$ cat src/verilog/hlrs_defines.vh
`ifndef HLRS_DEFINES_VH
`define HLRS_DEFINES_VH
// Pointer register layout
`define HLRS_PTR_W        6
`define HLRS_PTR_FIELD_HI 3
`define HLRS_FAULT_BIT    4
`define HLRS_UNDER_BIT    5
`define HLRS_PTR_RESET    6'h00
`define HLRS_PTR_FULL     4'hF
// Stack geometry
`define HLRS_DEPTH        15
`define HLRS_BANK_W       16
// Control register select for moves
`define HLRS_SEL_W        3
`define HLRS_SEL_PTR      3'h0
`define HLRS_SEL_LCNT     3'h1
`define HLRS_SEL_LEND     3'h2
`define HLRS_SEL_HIGH     3'h3
`define HLRS_SEL_LOW      3'h4
`define HLRS_SEL_OMODE    3'h5
// Operating-mode implemented bits: 0..2, 6, 7
`define HLRS_OMODE_MASK   24'h0000C7
// Stack operation codes
`define HLRS_OP_W         3
`define HLRS_OP_NONE      3'h0
`define HLRS_OP_CALL      3'h1
`define HLRS_OP_SUBRET    3'h2
`define HLRS_OP_INTRET    3'h3
`define HLRS_OP_LOOP      3'h4
`define HLRS_OP_ABORT     3'h5
`define HLRS_OP_REPEAT    3'h6
`define HLRS_OP_REPSTEP   3'h7
`endif

$ cat src/verilog/hlrs_loop_stack.v
`timescale 1ns/1ps
`include "hlrs_defines.vh"
// How it works
// At loop end with counter not one, decrement counter, fetch from stack top.
// Counter one at loop end: step on, restore loop flag, pop, restore end and counter.
// Loop iteration counter is 16 bits, readable and writable by software.
// Loop start pushes end:counter, then instruction pointer:status word.
// End address and counter restored at loop termination and at loop abort.
// Single-instruction repeat uses the loop iteration counter as its count.
// Stack is 15 entries of two 16-bit banks, high and low.
// Call or long interrupt pushes instruction pointer and status word together.
// Subroutine return pulls instruction pointer only, status word untouched.
// Interrupt return pulls both instruction pointer and status word.
// Overflow raises stack error; pushed pointer goes to absent location zero.
// Six-bit depth pointer; low four bits select the stack location.
// Push increments then writes; pull reads then decrements.
// Reset clears the pointer field, stack empty.
// Fault flag is bit 4; its rising edge raises a level-3 exception. A pointer move that writes 1 to bit 4 sets the flag without raising it.
// Push at 001111 faults giving 010000, or 010001 after double push.
// Pull at zero faults giving 111111, or 111110 after double pull.
// Fault flag stays set until software writes zero to bit 4.
// Underflow bit 5 set on underflow, frozen while fault set until a move.
// Forced underflow with fault clear is corrected by the next stack operation.
// Plain low-bank accesses with pointer zero raise no stack error.
// Unimplemented pointer bits and reserved mode bits read as zero.
module hlrs_loop_stack (
  input  wire        ref_clk_i,
  input  wire        rst_n_i,
  input  wire [15:0] fetch_addr_i,
  input  wire        fetch_valid_i,
  input  wire [2:0]  stack_op_i,
  input  wire [15:0] ip_i,
  input  wire [15:0] status_i,
  input  wire [15:0] loop_end_i,
  input  wire        move_wr_i,
  input  wire        move_rd_i,
  input  wire [2:0]  move_sel_i,
  input  wire [23:0] move_data_i,
  output reg  [23:0] move_data_o,
  output reg  [15:0] next_ip_o,
  output reg         next_ip_valid_o,
  output reg  [15:0] status_o,
  output reg         status_valid_o,
  output reg         loop_active_o,
  output reg         loop_active_valid_o,
  output reg  [15:0] loop_count_o,
  output reg  [5:0]  stack_depth_pointer_o,
  output reg         stack_error_irq_o
);
  reg  [5:0]  stack_depth_pointer;
  reg  [15:0] loop_iteration_counter;
  reg  [15:0] loop_end_address;
  reg  [23:0] op_mode;
  reg  [5:0]  next_ptr;
  reg  [3:0]  wr_addr;
  reg  [3:0]  rd_addr;
  reg         wr_high;
  reg         wr_low;
  reg  [15:0] wr_high_data;
  reg  [15:0] wr_low_data;
  reg         pending_second;
  reg         loop_pop;
  wire [15:0] top_high;
  wire [15:0] top_low;
  wire        loop_end_hit;
  wire        ptr_write;
  wire        low_move_wr;
  wire        move_en;
  wire        high_move_wr;
  wire        lcnt_wr;
  wire        lend_wr;
  wire        omode_wr;

  // Four-bit wrap is the designed 6-bit counter behaviour
  function [5:0] hlrs_step;
    input [5:0] ptr;
    input       up;
    begin
      hlrs_step = up ? ptr + 6'h01 : ptr - 6'h01;
    end
  endfunction

  // Flags after a push or pull step: overflow/underflow latch unless fault set
  function [5:0] hlrs_flags;
    input [5:0] old_ptr;
    input [5:0] new_ptr;
    input       up;
    reg         err;
    reg         under;
    begin
      err   = old_ptr[`HLRS_FAULT_BIT];
      under = old_ptr[`HLRS_UNDER_BIT];
      if (!err) begin
        // Forced underflow with fault clear is recomputed here
        under = 1'b0;
        if (up && old_ptr[3:0] == `HLRS_PTR_FULL) begin
          err = 1'b1;
        end else if (!up && old_ptr[3:0] == 4'h0) begin
          err   = 1'b1;
          under = 1'b1;
        end
      end
      hlrs_flags = {under, err, new_ptr[3:0]};
    end
  endfunction

  // Pointer and flags after a single push or pull
  function [5:0] hlrs_push_ptr;
    input [5:0] ptr;
    begin
      hlrs_push_ptr = hlrs_flags(ptr, hlrs_step(ptr, 1'b1), 1'b1);
    end
  endfunction

  function [5:0] hlrs_pull_ptr;
    input [5:0] ptr;
    begin
      hlrs_pull_ptr = hlrs_flags(ptr, hlrs_step(ptr, 1'b0), 1'b0);
    end
  endfunction

  assign loop_end_hit = fetch_valid_i && loop_active_o && fetch_addr_i == loop_end_address;
  // Move writes only count in a cycle with no stack operation; reads are not gated
  assign move_en      = move_wr_i && stack_op_i == `HLRS_OP_NONE;
  assign ptr_write    = move_en && move_sel_i == `HLRS_SEL_PTR;
  assign low_move_wr  = move_en && move_sel_i == `HLRS_SEL_LOW;
  assign high_move_wr = move_en && move_sel_i == `HLRS_SEL_HIGH;
  assign lcnt_wr      = move_en && move_sel_i == `HLRS_SEL_LCNT;
  assign lend_wr      = move_en && move_sel_i == `HLRS_SEL_LEND;
  assign omode_wr     = move_en && move_sel_i == `HLRS_SEL_OMODE;

  hlrs_stack_mem u_mem (
    .ref_clk_i (ref_clk_i),
    .addr_i    (wr_addr),
    .wr_high_i (wr_high),
    .wr_low_i  (wr_low),
    .high_i    (wr_high_data),
    .low_i     (wr_low_data),
    .raddr_i   (rd_addr),
    .high_o    (top_high),
    .low_o     (top_low)
  );

  // Stack sequencing: one pointer step per cycle, double ops take two
  always @* begin
    next_ptr     = stack_depth_pointer;
    wr_addr      = stack_depth_pointer[3:0];
    rd_addr      = stack_depth_pointer[3:0];
    wr_high      = 1'b0;
    wr_low       = 1'b0;
    wr_high_data = ip_i;
    wr_low_data  = status_i;
    if (pending_second) begin
      if (loop_pop) begin
        // Second pull of loop exit: end address and counter
        next_ptr = hlrs_pull_ptr(stack_depth_pointer);
      end else begin
        next_ptr     = hlrs_push_ptr(stack_depth_pointer);
        wr_addr      = next_ptr[3:0];
        wr_high      = 1'b1;
        wr_low       = 1'b1;
      end
    end else if (loop_end_hit && loop_iteration_counter == 16'h0001) begin
      next_ptr = hlrs_pull_ptr(stack_depth_pointer);
    end else begin
      case (stack_op_i)
        `HLRS_OP_CALL, `HLRS_OP_LOOP: begin
          next_ptr = hlrs_push_ptr(stack_depth_pointer);
          wr_addr  = next_ptr[3:0];
          wr_high  = 1'b1;
          wr_low   = 1'b1;
          if (stack_op_i == `HLRS_OP_LOOP) begin
            wr_high_data = loop_end_i;
            wr_low_data  = loop_iteration_counter;
          end
        end
        `HLRS_OP_SUBRET, `HLRS_OP_INTRET, `HLRS_OP_ABORT: begin
          next_ptr = hlrs_pull_ptr(stack_depth_pointer);
        end
        default: begin
          // Low-bank moves touch the top entry without a pointer step
          if (low_move_wr) begin
            wr_low      = 1'b1;
            wr_low_data = move_data_i[15:0];
          end else if (high_move_wr) begin
            next_ptr     = hlrs_push_ptr(stack_depth_pointer);
            wr_addr      = next_ptr[3:0];
            wr_high      = 1'b1;
            wr_high_data = move_data_i[15:0];
          end
        end
      endcase
    end
  end

  always @(posedge ref_clk_i or negedge rst_n_i) begin
    if (!rst_n_i) begin
      stack_depth_pointer    <= `HLRS_PTR_RESET;
      loop_iteration_counter <= 16'h0000;
      loop_end_address       <= 16'h0000;
      op_mode                <= 24'h000000;
      pending_second         <= 1'b0;
      loop_pop               <= 1'b0;
      next_ip_o              <= 16'h0000;
      next_ip_valid_o        <= 1'b0;
      status_o               <= 16'h0000;
      status_valid_o         <= 1'b0;
      loop_active_o          <= 1'b0;
      loop_active_valid_o    <= 1'b0;
      stack_error_irq_o      <= 1'b0;
      move_data_o            <= 24'h000000;
    end else begin
      next_ip_valid_o     <= 1'b0;
      status_valid_o      <= 1'b0;
      loop_active_valid_o <= 1'b0;
      pending_second      <= 1'b0;
      stack_depth_pointer <= next_ptr;
      // Rising edge of the fault flag from a stack step only; a pointer move, set or clear, has no effect here
      stack_error_irq_o   <= next_ptr[`HLRS_FAULT_BIT] &&
                             !stack_depth_pointer[`HLRS_FAULT_BIT];
      if (pending_second) begin
        if (loop_pop) begin
          loop_end_address       <= top_high;
          loop_iteration_counter <= top_low;
        end
      end else if (loop_end_hit) begin
        next_ip_valid_o <= 1'b1;
        if (loop_iteration_counter != 16'h0001) begin
          loop_iteration_counter <= loop_iteration_counter - 16'h0001;
          next_ip_o              <= top_high;
        end else begin
          next_ip_o           <= fetch_addr_i + 16'h0001;
          loop_active_o       <= top_low[15];
          loop_active_valid_o <= 1'b1;
          pending_second      <= 1'b1;
          loop_pop            <= 1'b1;
        end
      end else begin
        case (stack_op_i)
          `HLRS_OP_LOOP: begin
            loop_end_address <= loop_end_i;
            loop_active_o    <= 1'b1;
            pending_second   <= 1'b1;
            loop_pop         <= 1'b0;
          end
          `HLRS_OP_SUBRET: begin
            next_ip_o       <= top_high;
            next_ip_valid_o <= 1'b1;
          end
          `HLRS_OP_INTRET: begin
            next_ip_o       <= top_high;
            next_ip_valid_o <= 1'b1;
            status_o        <= top_low;
            status_valid_o  <= 1'b1;
            loop_active_o   <= top_low[15];
          end
          `HLRS_OP_ABORT: begin
            loop_active_o       <= top_low[15];
            loop_active_valid_o <= 1'b1;
            pending_second      <= 1'b1;
            loop_pop            <= 1'b1;
          end
          `HLRS_OP_REPSTEP: begin
            loop_iteration_counter <= loop_iteration_counter - 16'h0001;
          end
          default: begin
            if (ptr_write) begin
              // Direct move: fault clears only by an explicit zero in bit 4
              stack_depth_pointer <= {move_data_i[`HLRS_UNDER_BIT],
                                      move_data_i[`HLRS_FAULT_BIT] &
                                      stack_depth_pointer[`HLRS_FAULT_BIT] |
                                      move_data_i[`HLRS_FAULT_BIT],
                                      move_data_i[3:0]};
            end
            if (lcnt_wr)
              loop_iteration_counter <= move_data_i[15:0];
            if (lend_wr)
              loop_end_address <= move_data_i[15:0];
            if (omode_wr)
              op_mode <= move_data_i & `HLRS_OMODE_MASK;
          end
        endcase
      end
      // Reads: unimplemented upper bits return zero
      if (move_rd_i) begin
        case (move_sel_i)
          `HLRS_SEL_PTR:   move_data_o <= {18'h00000, stack_depth_pointer};
          `HLRS_SEL_LCNT:  move_data_o <= {8'h00, loop_iteration_counter};
          `HLRS_SEL_LEND:  move_data_o <= {8'h00, loop_end_address};
          `HLRS_SEL_HIGH:  move_data_o <= {8'h00, top_high};
          `HLRS_SEL_LOW:   move_data_o <= {8'h00, top_low};
          `HLRS_SEL_OMODE: move_data_o <= op_mode & `HLRS_OMODE_MASK;
          default:         move_data_o <= 24'h000000;
        endcase
      end
    end
  end

  always @(posedge ref_clk_i or negedge rst_n_i) begin
    if (!rst_n_i) begin
      loop_count_o          <= 16'h0000;
      stack_depth_pointer_o <= `HLRS_PTR_RESET;
    end else begin
      loop_count_o          <= loop_iteration_counter;
      stack_depth_pointer_o <= stack_depth_pointer;
    end
  end
endmodule // hlrs_loop_stack

$ cat src/verilog/hlrs_stack_mem.v
`timescale 1ns/1ps
`include "hlrs_defines.vh"
module hlrs_stack_mem (
  input  wire        ref_clk_i,
  input  wire [3:0]  addr_i,
  input  wire        wr_high_i,
  input  wire        wr_low_i,
  input  wire [15:0] high_i,
  input  wire [15:0] low_i,
  input  wire [3:0]  raddr_i,
  output wire [15:0] high_o,
  output wire [15:0] low_o
);
  // Location zero is not implemented; writes there are dropped
  reg [15:0] high_bank [1:`HLRS_DEPTH];
  reg [15:0] low_bank  [1:`HLRS_DEPTH];

  always @(posedge ref_clk_i) begin
    if (wr_high_i && addr_i != 4'h0)
      high_bank[addr_i] <= high_i;
    if (wr_low_i && addr_i != 4'h0)
      low_bank[addr_i] <= low_i;
  end

  assign high_o = (raddr_i == 4'h0) ? 16'h0000 : high_bank[raddr_i];
  assign low_o  = (raddr_i == 4'h0) ? 16'h0000 : low_bank[raddr_i];
endmodule // hlrs_stack_mem
$ cat config.mk
export PLATFORM = sky130hd
export DESIGN_NAME = hlrs_loop_stack
export DESIGN_NICKNAME = d
export VERILOG_FILES = /design/src/verilog/hlrs_loop_stack.v /design/src/verilog/hlrs_stack_mem.v
export VERILOG_INCLUDE_DIRS = /design/src /design/src/verilog
export SDC_FILE = /design/constraint.sdc
export NUM_CORES = 1
export LEC_CHECK = 0
export ABC_AREA = 1
export ABC_CLOCK_PERIOD_IN_PS = 3800
export BUFFER_PORTS_ARGS = -buffer_cell sky130_fd_sc_hd__buf_2
export CORE_UTILIZATION = 55
export CTS_CLUSTER_SIZE = 30
export DETAILED_ROUTE_END_ITERATION = 10
export GPL_TIMING_DRIVEN = 1
export PLACE_DENSITY = 0.81
export SYNTH_ARGS = -nofsm -noshare
export SYNTH_HDL_FRONTEND = slang
export SYNTH_HIERARCHICAL = 1
export SYNTH_SLANG_ARGS = --single-unit
$ cat constraint.sdc
create_clock -name ref_clk_i -period 3.8 [get_ports ref_clk_i]
set_input_delay 0.57 -clock ref_clk_i [delete_from_list [all_inputs] [get_ports ref_clk_i]]
set_output_delay 0.57 -clock ref_clk_i [all_outputs]
set_load 0.005 [all_outputs]
**After elaboration in Yosys (flattened, before gate mapping)**

Memory sizes are Yosys's and may differ from the RTL's.
Cells that the tools add are included.
W data, S select, Z words.

- Memories kept: 2
- Output and inout bits: 83
- Logic and storage cells: 169
- Bits in writable memories: 480
- Flip-flop bits (word level): 128

Memories:

| name | words | bits a word | read ports | clocked after memory_dff | write ports | line | RTL |
|---|---|---|---|---|---|---|---|
| u_mem.high_bank | 15 | 16 | 1 | 0 | 1 | hlrs_stack_mem.v:15 | `` reg [15:0] high_bank [1:`HLRS_DEPTH]; `` |
| u_mem.low_bank | 15 | 16 | 1 | 0 | 1 | hlrs_stack_mem.v:16 | `` reg [15:0] low_bank [1:`HLRS_DEPTH]; `` |

- Bitwise operators: 5
- Equality and inequality tests: 21
- Reduce and logical (&&, ||, !) cells: 38
- Add/sub/neg operators: 4
- Mux-type cells: 83

Operators with widths:

| cell | number |
|---|---|
| $mux W16 | 23 |
| $pmux W16 S2 | 4 |
| $pmux W16 S6 | 1 |
| $mux W6 | 9 |
| $mux W1 | 35 |
| $mux W4 | 5 |
| $add A16 B1 Y16 const B | 1 |
| $eq A16 B1 Y1 const B | 1 |
| $eq A16 B16 Y1 | 1 |
| $ne A16 B1 Y1 const B | 1 |
| $sub A16 B1 Y16 const B | 1 |
| $eq A3 B3 Y1 const B | 5 |
| $logic_and A1 B1 Y1 | 13 |
| $eq A3 B2 Y1 const B | 4 |
| $pmux W6 S2 | 1 |
| $reduce_and A4 Y1 | 3 |
| $reduce_and A3 Y1 | 3 |
| $reduce_bool A3 Y1 | 3 |
| $pmux W1 S2 | 4 |
| $pmux W4 S2 | 1 |
| $reduce_bool A4 Y1 | 2 |
| $reduce_or A2 Y1 | 4 |
| $reduce_or A4 Y1 | 2 |
| $eq A3 B1 Y1 const B | 2 |
| other kinds (17) | 22 |

**Logic depth before layout (Yosys ltp)**

Gate-level depths: netlist of the first run.

- Depth after elaboration: 12
- Gate-level depth with buffers: 16

**Modules after synthesis**

Netlist of the first run, hierarchy kept.

Modules (own cells, without submodules):

| module | instances | area each (um^2) | cells an instance | sequential area each (um^2) |
|---|---|---|---|---|
| hlrs_stack_mem | 1 | 20579.7 | 1962 | 14413.8 |
| hlrs_loop_stack | 1 | 7928.9 | 1196 | 3002.9 |

**Worst setup path before layout of the first run**

OpenSTA, ideal clock, no wires.

- Path kind: input -> register
- Start: in fetch_addr_i[14]
- End: mem u_mem.high_bank[10][0] (enable)
- Path slack: 568 ps
- Cell stages on the path: 13
- Data required time: 3412 ps
- Arrival time: 2844 ps
- Cell sequence: inv_1 > nand2_1 > a21boi_0 > nand2_1 > nor2_2 > nand4_1 > nand2_1 > nand2_1 > a31oi_1 > nor2_1 > nand2_1 > nand2_1 > nor2_1

- Longest elaborated chain between the ends: 9

RTL lines:

| element | line | RTL |
|---|---|---|
| start, declared | hlrs_loop_stack.v:29 | `input wire [15:0] fetch_addr_i,` |
| $eq A16 B16 Y1 (*) | hlrs_loop_stack.v:122 | `assign loop_end_hit = fetch_valid_i && loop_active_o && fetch_addr_i == loop_end_address;` |
| $logic_and A1 B1 Y1 (*) | hlrs_loop_stack.v:122 |  |
| $logic_and A1 B1 Y1 (*) | hlrs_loop_stack.v:163 | `end else if (loop_end_hit && loop_iteration_counter == 16'h0001) begin` |
| $mux W4 (*) | hlrs_loop_stack.v:163 |  |
| $mux W4 (*) | hlrs_loop_stack.v:153 | `if (pending_second) begin` |
| via wr_addr[1] | hlrs_loop_stack.v:55 | `reg [3:0] wr_addr;` |
| $reduce_bool A4 Y1 | hlrs_stack_mem.v:19 | `if (wr_high_i && addr_i != 4'h0)` |
| $logic_and A1 B1 Y1 | hlrs_stack_mem.v:19 |  |
| $mux W1 | hlrs_stack_mem.v:19 |  |
| $mux W1 (implied by the code) | hlrs_stack_mem.v:20 | `high_bank[addr_i] <= high_i;` |
| end, declared | hlrs_stack_mem.v:15 |  |

Mark *: on every way through the listed nets, which the timed path passes. The rest lies on a longest branch.

**Worst setup path in the final report of the first run**

- Start: reg loop_iteration_counter[11]
- End: mem u_mem.low_bank[10][4] (enable)

- Longest elaborated chain between the ends: 8

RTL lines:

| element | line | RTL |
|---|---|---|
| start, declared | hlrs_loop_stack.v:51 | `reg [15:0] loop_iteration_counter;` |
| start signal, assigned | hlrs_loop_stack.v:224 | `loop_iteration_counter <= top_low;` |
| start signal, assigned | hlrs_loop_stack.v:229 | `loop_iteration_counter <= loop_iteration_counter - 16'h0001;` |
| start signal, assigned | hlrs_loop_stack.v:264 | `loop_iteration_counter <= loop_iteration_counter - 16'h0001;` |
| $eq A16 B1 Y1 (*) | hlrs_loop_stack.v:163 |  |
| $logic_and A1 B1 Y1 (*) | hlrs_loop_stack.v:163 |  |
| $mux W4 (*) | hlrs_loop_stack.v:163 |  |
| $mux W4 (*) | hlrs_loop_stack.v:153 |  |
| via wr_addr[1] | hlrs_loop_stack.v:55 |  |
| $reduce_bool A4 Y1 | hlrs_stack_mem.v:21 | `if (wr_low_i && addr_i != 4'h0)` |
| $logic_and A1 B1 Y1 | hlrs_stack_mem.v:21 |  |
| $mux W1 | hlrs_stack_mem.v:21 |  |
| $mux W1 (implied by the code) | hlrs_stack_mem.v:22 | `low_bank[addr_i] <= low_i;` |
| end, declared | hlrs_stack_mem.v:16 |  |

Marked as above.

==> run metrics, run 1 <==
Clk network pwr share 26.9%; CP required 4.12 ns; final WL 83.19 mm; core box area around 50000 um^2; Synth Flop Type edfxtp_1; sequential power share 39.4%; Die ar. approximately 53000 um^2; input/output buffers approximately 170; Pleak 14.82 nW; actual slew at the worst max-slew pin roughly 1.1 ns; leading area contributor after synthesis edfxtp_1; H-tree level count 2; drt pass-1 iters 6; CTS clock-pin slew for the worst setup and hold paths 0.06 ns; Initial Util between 50% and 60%; starting DRC count in detailed routing 2766; metal2 WL 38.23 mm; R2R Path End u_mem/low_bank[10][4]$_DFFE_PP_; max layer used met5; first-pass GRT wire length between 100 and 150 mm; top cells by area, synth edfxtp_1 (51%), nand2_1 (15%), dfrtp_1 (11%); Layout area overhead 14.41%; Sw Share 37.71%; gr usage total 31.42%; Int Power 13.44 mW; Final HPWL DP 55.41 mm; slew margin rel. 27.89%; DR WL/cell 20.45 um; largest net degree at the start of global routing 114; setup slack, reg-to-reg ~0.23 ns; R2R depth 15; worst skew pair latency 0.63 ns; placed cell count slightly below 4000; number of synthesis warnings 6; Clock Path Buffers 3; hold crit path type in -> async; Synth top area share 50.56%; Die Span Y 229.7 um; CP Max Fanout 16; RSZ-0062 raised after global routing no; final std cells w/o fill 4068; Async SR Flop Fraction 20.00%; layout cell share with drive strength beyond 1 12.20%; routed vias/inst 5.683; max-slew violation count 0; number of CTS-inserted buffers 58; Synth top cells by count nand2_1 (1156), edfxtp_1 (480), inv_1 (440); Max-cap violations 0; Setup crit start kind flop; most frequent cell after synthesis nand2_1; clock sinks 600; count of final hold-check violations 0; number of fill cells 3971; PwrDens 661.4 nW/um^2; met3 wire length 9.498 mm; minimum clock period about 3.6 ns; Setup crit end kind flop; Synth cell types 45; EDFF count, synth 480; # rows 83; TritonCTS clock tree done; Fin Clk Skew between 0.015 and 0.02 ns; via count 23120; Hold Buf Count CTS 0; Clock Root Buffer clkbuf_16; num ports roughly 180; routability congestion estimate 1.020; Final setup viols 0; f_max 0.2798 GHz; drt drc 0; Comb pwr share around 34%; status finished, final reports clean; met1 wire length about 32 mm; vias in the first global route around 22000; GRT Residual Overflow 0; Setup Crit Path Kind reg -> reg; WP data arrival around 4 ns; initial antenna violation count 1; Die Span X 229.7 um; Synth Cell Area 28510 um^2; Setup TNS Final 0 ns; Post-CTS Setup Repair Bufs 0; final worst path period share 94.06%; Mapped Cells 3158; Worst VDD drop 0.4844 mV; worst reg2reg path startpoint loop_iteration_counter[11]$_DFFE_PN0P_; Yosys reg bits 600; final-stage net count 3447; register area share after synthesis 61.09%; Routed Antenna Nets 0; sw power approximately 8 mW; syn avg cell area between 9 and 10 um^2
-- power groups by stage --
stage	registers [mW]	logic, mW	clock network, mW
floorplan	8.41	4.16	0
global placement	8.59	6.87	0
detailed placement	8.61	7.03	0
CTS	8.49	7.09	5.82
global route	8.56	7.77	6.05
finish	8.51	7.27	5.79
-- worst max-delay path: stages, from the launching register on --
cell and delay [ns]:
dfrtp_1 0.43, nor2_1 0.22, nand2_1 0.09, nor2_1 0.23
nand2_1 0.10, nor2_2 0.27, nand4_1 0.20, buf_4 0.22
nand2_1 0.12, nand2_1 0.06, a31oi_1 0.29, nor2_1 0.14
nand2_1 0.14, nand2_1 0.28, nor2_2 0.26, buf_12 0.20
-- through the flow --
stage               hold WS (ns)  instance area [um^2]  power (mW)  setup slack (ns)  utilization [%]
global route             0.08023                 32610       22.39           0.09165            63.57
detailed placement        0.3816                 30710       15.64            0.2340            59.87
CTS                      0.02884                 32610       21.40            0.2002            63.56
floorplan                 0.2744                 28530       12.57            0.5675                -
finish                   0.02226                 32620       21.57            0.2257            63.58
global placement          0.3821                 30710       15.46            0.2824            59.87
-- repair_timing --
| action | CTS | global route |
|---|---|---|
| gates resized for setup | 0 | 2 |
| endpoints found under the setup margin | 0 | 224 |
| hold endpoints to repair | 0 | 0 |
-- layout make-up --
| type | count | area [um^2] | share of cell area (%) |
|---|---|---|---|
| Clock inverter | 28 | 286.5 | 0.8784 |
| Antenna cell | 2 | 5.005 | 0.01534 |
| Tap cell | 680 | 850.8 | 2.608 |
| Multi-Input combinational cell | 1961 | 8722 | 26.74 |
| Inverter | 451 | 1700 | 5.213 |
| Sequential cell | 600 | 17430 | 53.43 |
| Timing Repair Buffer | 267 | 2019 | 6.191 |
| Clock buffer | 79 | 1607 | 4.925 |
-- cell families (layout without fill, tap and decap cells) --
logic type	Yosys count	after routing	synth area share, %
xor+xnor	29	29	0.8910
buf+inv	604	825	8.729
flops	600	600	61.09
other cells	1	10	0.01315
fa+ha+maj	9	9	0.3950
compound gates	262	262	5.109
simple gates	1653	1653	23.77
-- per-layer routing --
layer  vias to the layer above  GRT usage (%)
li1                      10530              -
met4                         2          13.83
met3                       241          7.292
met5                         -              0
met1                     10950          42.04
met2                      1398          49.16
-- state kept, by name (all words and copies together) (netlist names), 5 cells and up --
name and count:
status_o 16, u_mem/low_bank 240, u_mem/high_bank 240, op_mode 5, loop_iteration_counter 16, next_ip_o 16, loop_end_address 16, move_data_o 16
stack_depth_pointer 6, loop_count_o 16, stack_depth_pointer_o 6
-- placed cells by master, fill, tap and decap left out, types with 3 or more instances in the layout --
master and n:
nand2_1 1155, edfxtp_1 480, inv_1 440, nand3_1 350, buf_2 164, dfrtp_1 116, o21ai_0 115, nor2_1 84
a21oi_1 79, buf_4 69, clkbuf_16 60, buf_12 34, nor2_2 32, xor2_1 27, o22ai_1 21, o211ai_1 15
clkbuf_1 15, clkinv_2 13, nand4_1 9, clkinv_1 9, ha_1 9, conb_1 8, a221oi_1 7, inv_2 6
nor3_1 6, a211oi_1 5, a31oi_1 5, nor2_4 5, bufinv_16 5, nand2_2 4, a21boi_0 3, a22oi_1 3
clkbuf_8 3
-- how the worst max path moves through the flow --
| stage | cells past startpoint | from | slack, ns | to |
|---|---|---|---|---|
| floorplan | 13 | fetch_addr_i[14] | 0.57 | u_mem/high_bank[10][0]$_DFFE_PP_ |
| global placement | 15 | loop_iteration_counter[11]$_DFFE_PN0P_ | 0.28 | u_mem/high_bank[9][6]$_DFFE_PP_ |
| detailed placement | 15 | loop_iteration_counter[11]$_DFFE_PN0P_ | 0.23 | u_mem/high_bank[9][6]$_DFFE_PP_ |
| CTS | 15 | loop_iteration_counter[11]$_DFFE_PN0P_ | 0.20 | u_mem/high_bank[9][5]$_DFFE_PP_ |
| global route | 15 | loop_iteration_counter[11]$_DFFE_PN0P_ | 0.09 | u_mem/low_bank[10][4]$_DFFE_PP_ |
| finish | 15 | loop_iteration_counter[11]$_DFFE_PN0P_ | 0.23 | u_mem/low_bank[10][4]$_DFFE_PP_ |
(Power assumes the default switching activity.)
==> run 2: changes to the inputs <==
Settings changed: ABC_AREA 1 to unset, PLACE_DENSITY 0.81 to 0.82.
==> run metrics, run 2 <==
gr usage total 29.64%; final-stage net count 2222; Synth Cell Area between 20000 and 30000 um^2; worst reg2reg path startpoint loop_iteration_counter[9]$_DFFE_PN0P_; Setup Crit Path Kind reg -> reg; f_max 0.2661 GHz; Worst VDD drop 0.4244 mV; RSZ-0062 raised after global routing no; final std cells w/o fill approximately 2800; largest net degree at the start of global routing 67; minimum clock period 3.759 ns; GRT Residual Overflow 0; Synth cell types 76; R2R Path End u_mem/high_bank[9][9]$_DFFE_PP_; layout cell share with drive strength beyond 1 26.30%; Yosys reg bits 600; Pleak 11.21 nW; Layout area overhead 15.87%; CP Max Fanout 16; DR WL/cell 26.52 um; via count ~18000; placed cell count around 2700; clock sinks 600; worst skew pair latency 0.63 ns; count of final hold-check violations 0; CTS clock-pin slew for the worst setup and hold paths roughly 0.070 ns; Die Span X 222.0 um; starting DRC count in detailed routing 2552; CP delay by family, top simple AND/OR/NAND/NOR gates; # rows 80; Synth top area share about 54%; Final setup viols 0; num ports 182; Die Span Y 222.0 um; Mapped Cells 1897; # diodes 0; Final HPWL DP 48.71 mm; CP cell instances nor4_1, nand4_2, or3_1, nand2_1, xnor2_1, mux2i_1, nand2b_1, nor2_1, buf_12; status finished, final reports clean; PwrDens 689.4 nW/um^2; syn avg cell area 14.03 um^2; final WL between 70 and 80 mm; top cells by area, synth edfxtp_1 (54%), dfrtp_1 (11%), mux2i_1 (4.2%); Hold Buf Count CTS 0; routability congestion estimate 1.010; Die ar. 49280 um^2; Initial Util 55.75%; critical path buffer and inverter count 1; Clock Root Buffer clkbuf_16; number of synthesis warnings 6; Setup crit end kind flop; Max stage delay on crit path 0.54 ns; vias in the first global route 17490; leading area contributor after synthesis edfxtp_1; slew margin rel. between 20% and 30%; input/output buffers around 170; EDFF count, synth 480; Setup crit start kind flop; drt pass-1 iters 6; setup slack, reg-to-reg 0.04 ns; routed vias/inst about 6.5; R2R depth 9; final worst path period share 98.91%; Fin Clk Skew around 0.026 ns; Slowest-stage cell, CP nor4_1; most frequent cells in the layout edfxtp_1 (480), nand2_1 (210), buf_2 (164); max-slew violation count 0; most frequent cell after synthesis edfxtp_1; Routed Antenna Nets 0; post-layout util 64.60%; Largest regs u_mem/high_bank: 240 flops, u_mem/low_bank: 240 flops; register area share after synthesis 65.43%; commonest non-fill, non-tap cell in the layout edfxtp_1; H-tree level count 2; Post-CTS Setup Repair Bufs 0; number of fill cells 3173; Synth top cells by count edfxtp_1 (480), nand2_1 (210), dfrtp_1 (120); initial antenna violation count 0; hold crit path type in -> async; CP required 4.14 ns; Synth Flop Type edfxtp_1; Worst path depth 9; final worst slack 0.04130 ns; drt drc 0; TritonCTS clock tree done; Post-CTS Resized 0; WP data arrival 4.10 ns; pre-CTS setup slack 0.06810 ns; Max-cap violations 0; Clock Path Buffers 3; core box area between 40000 and 50000 um^2; actual slew at the worst max-slew pin 1.077 ns; Tot Pwr 21.27 mW; number of CTS-inserted buffers 56; Async SR Flop Fraction 20.00%; first-pass GRT wire length 109.4 mm
run 2: per-stage QoR:
step	TNS, ns	area (um^2)	hold slack [ns]
after global routing	0	30840	0.05250
after floorplan	-1.357	26650	0.2744
final	0	30840	0.009535
after detailed placement	0	28800	0.4632
after CTS	0	30830	0.01304
after global placement	0	28800	0.4595
run 2: how the worst max path moves through the flow:
stage | startpoint | to | slack (ns)
floorplan | fetch_addr_i[6] | u_mem/high_bank[1][0]$_DFFE_PP_ | -0.03
finish | loop_iteration_counter[9]$_DFFE_PN0P_ | u_mem/high_bank[9][9]$_DFFE_PP_ | 0.04
global route | loop_iteration_counter[8]$_DFFE_PN0P_ | u_mem/high_bank[13][1]$_DFFE_PP_ | 0.005
global placement | fetch_addr_i[0] | u_mem/high_bank[1][3]$_DFFE_PP_ | 0.16
CTS | loop_iteration_counter[13]$_DFFE_PN0P_ | u_mem/high_bank[9][12]$_DFFE_PP_ | 0.15
detailed placement | fetch_addr_i[0] | u_mem/high_bank[1][0]$_DFFE_PP_ | 0.07
run 2: layer usage:
metal  global-route usage, %  vias up  wire length [um]
met5                       0        -                 0
met4                   14.56        0              4017
met3                   5.235      210              7342
met2                   47.93     1249             34670
met1                   38.93     8853             27580
li1                        -     7713                 -
run 2: final cells by class:
cell class | instances | area, um^2 | area share (%)
clock buffer | 66 | 1439 | 4.665
clock inverter | 38 | 591.8 | 1.919
inverter | 14 | 52.55 | 0.1704
multi-input combinational | 1148 | 8418 | 27.29
sequential | 600 | 17430 | 56.50
tap | 615 | 769.5 | 2.495
timing repair buffer | 294 | 2147 | 6.961
run 2: cells by family (layout without fill, tap and decap cells):
family          Yosys count  count (layout)  synth area share, %
buf+inv                 156             412                3.145
other cells               1               8              0.01409
flops                   600             600                65.43
simple gates            417             417                7.112
fa+ha+maj                 9               9               0.4230
mux                     241             241                11.19
compound gates          426             426                11.14
xor+xnor                 47              47                1.546
run 2: power by group:
part,switching [mW],internal [mW],total (mW)
logic,4.06,2.59,6.65
registers,0.539,7.88,8.41
clock network,2.47,3.73,6.20
total,7.07,14.2,21.3
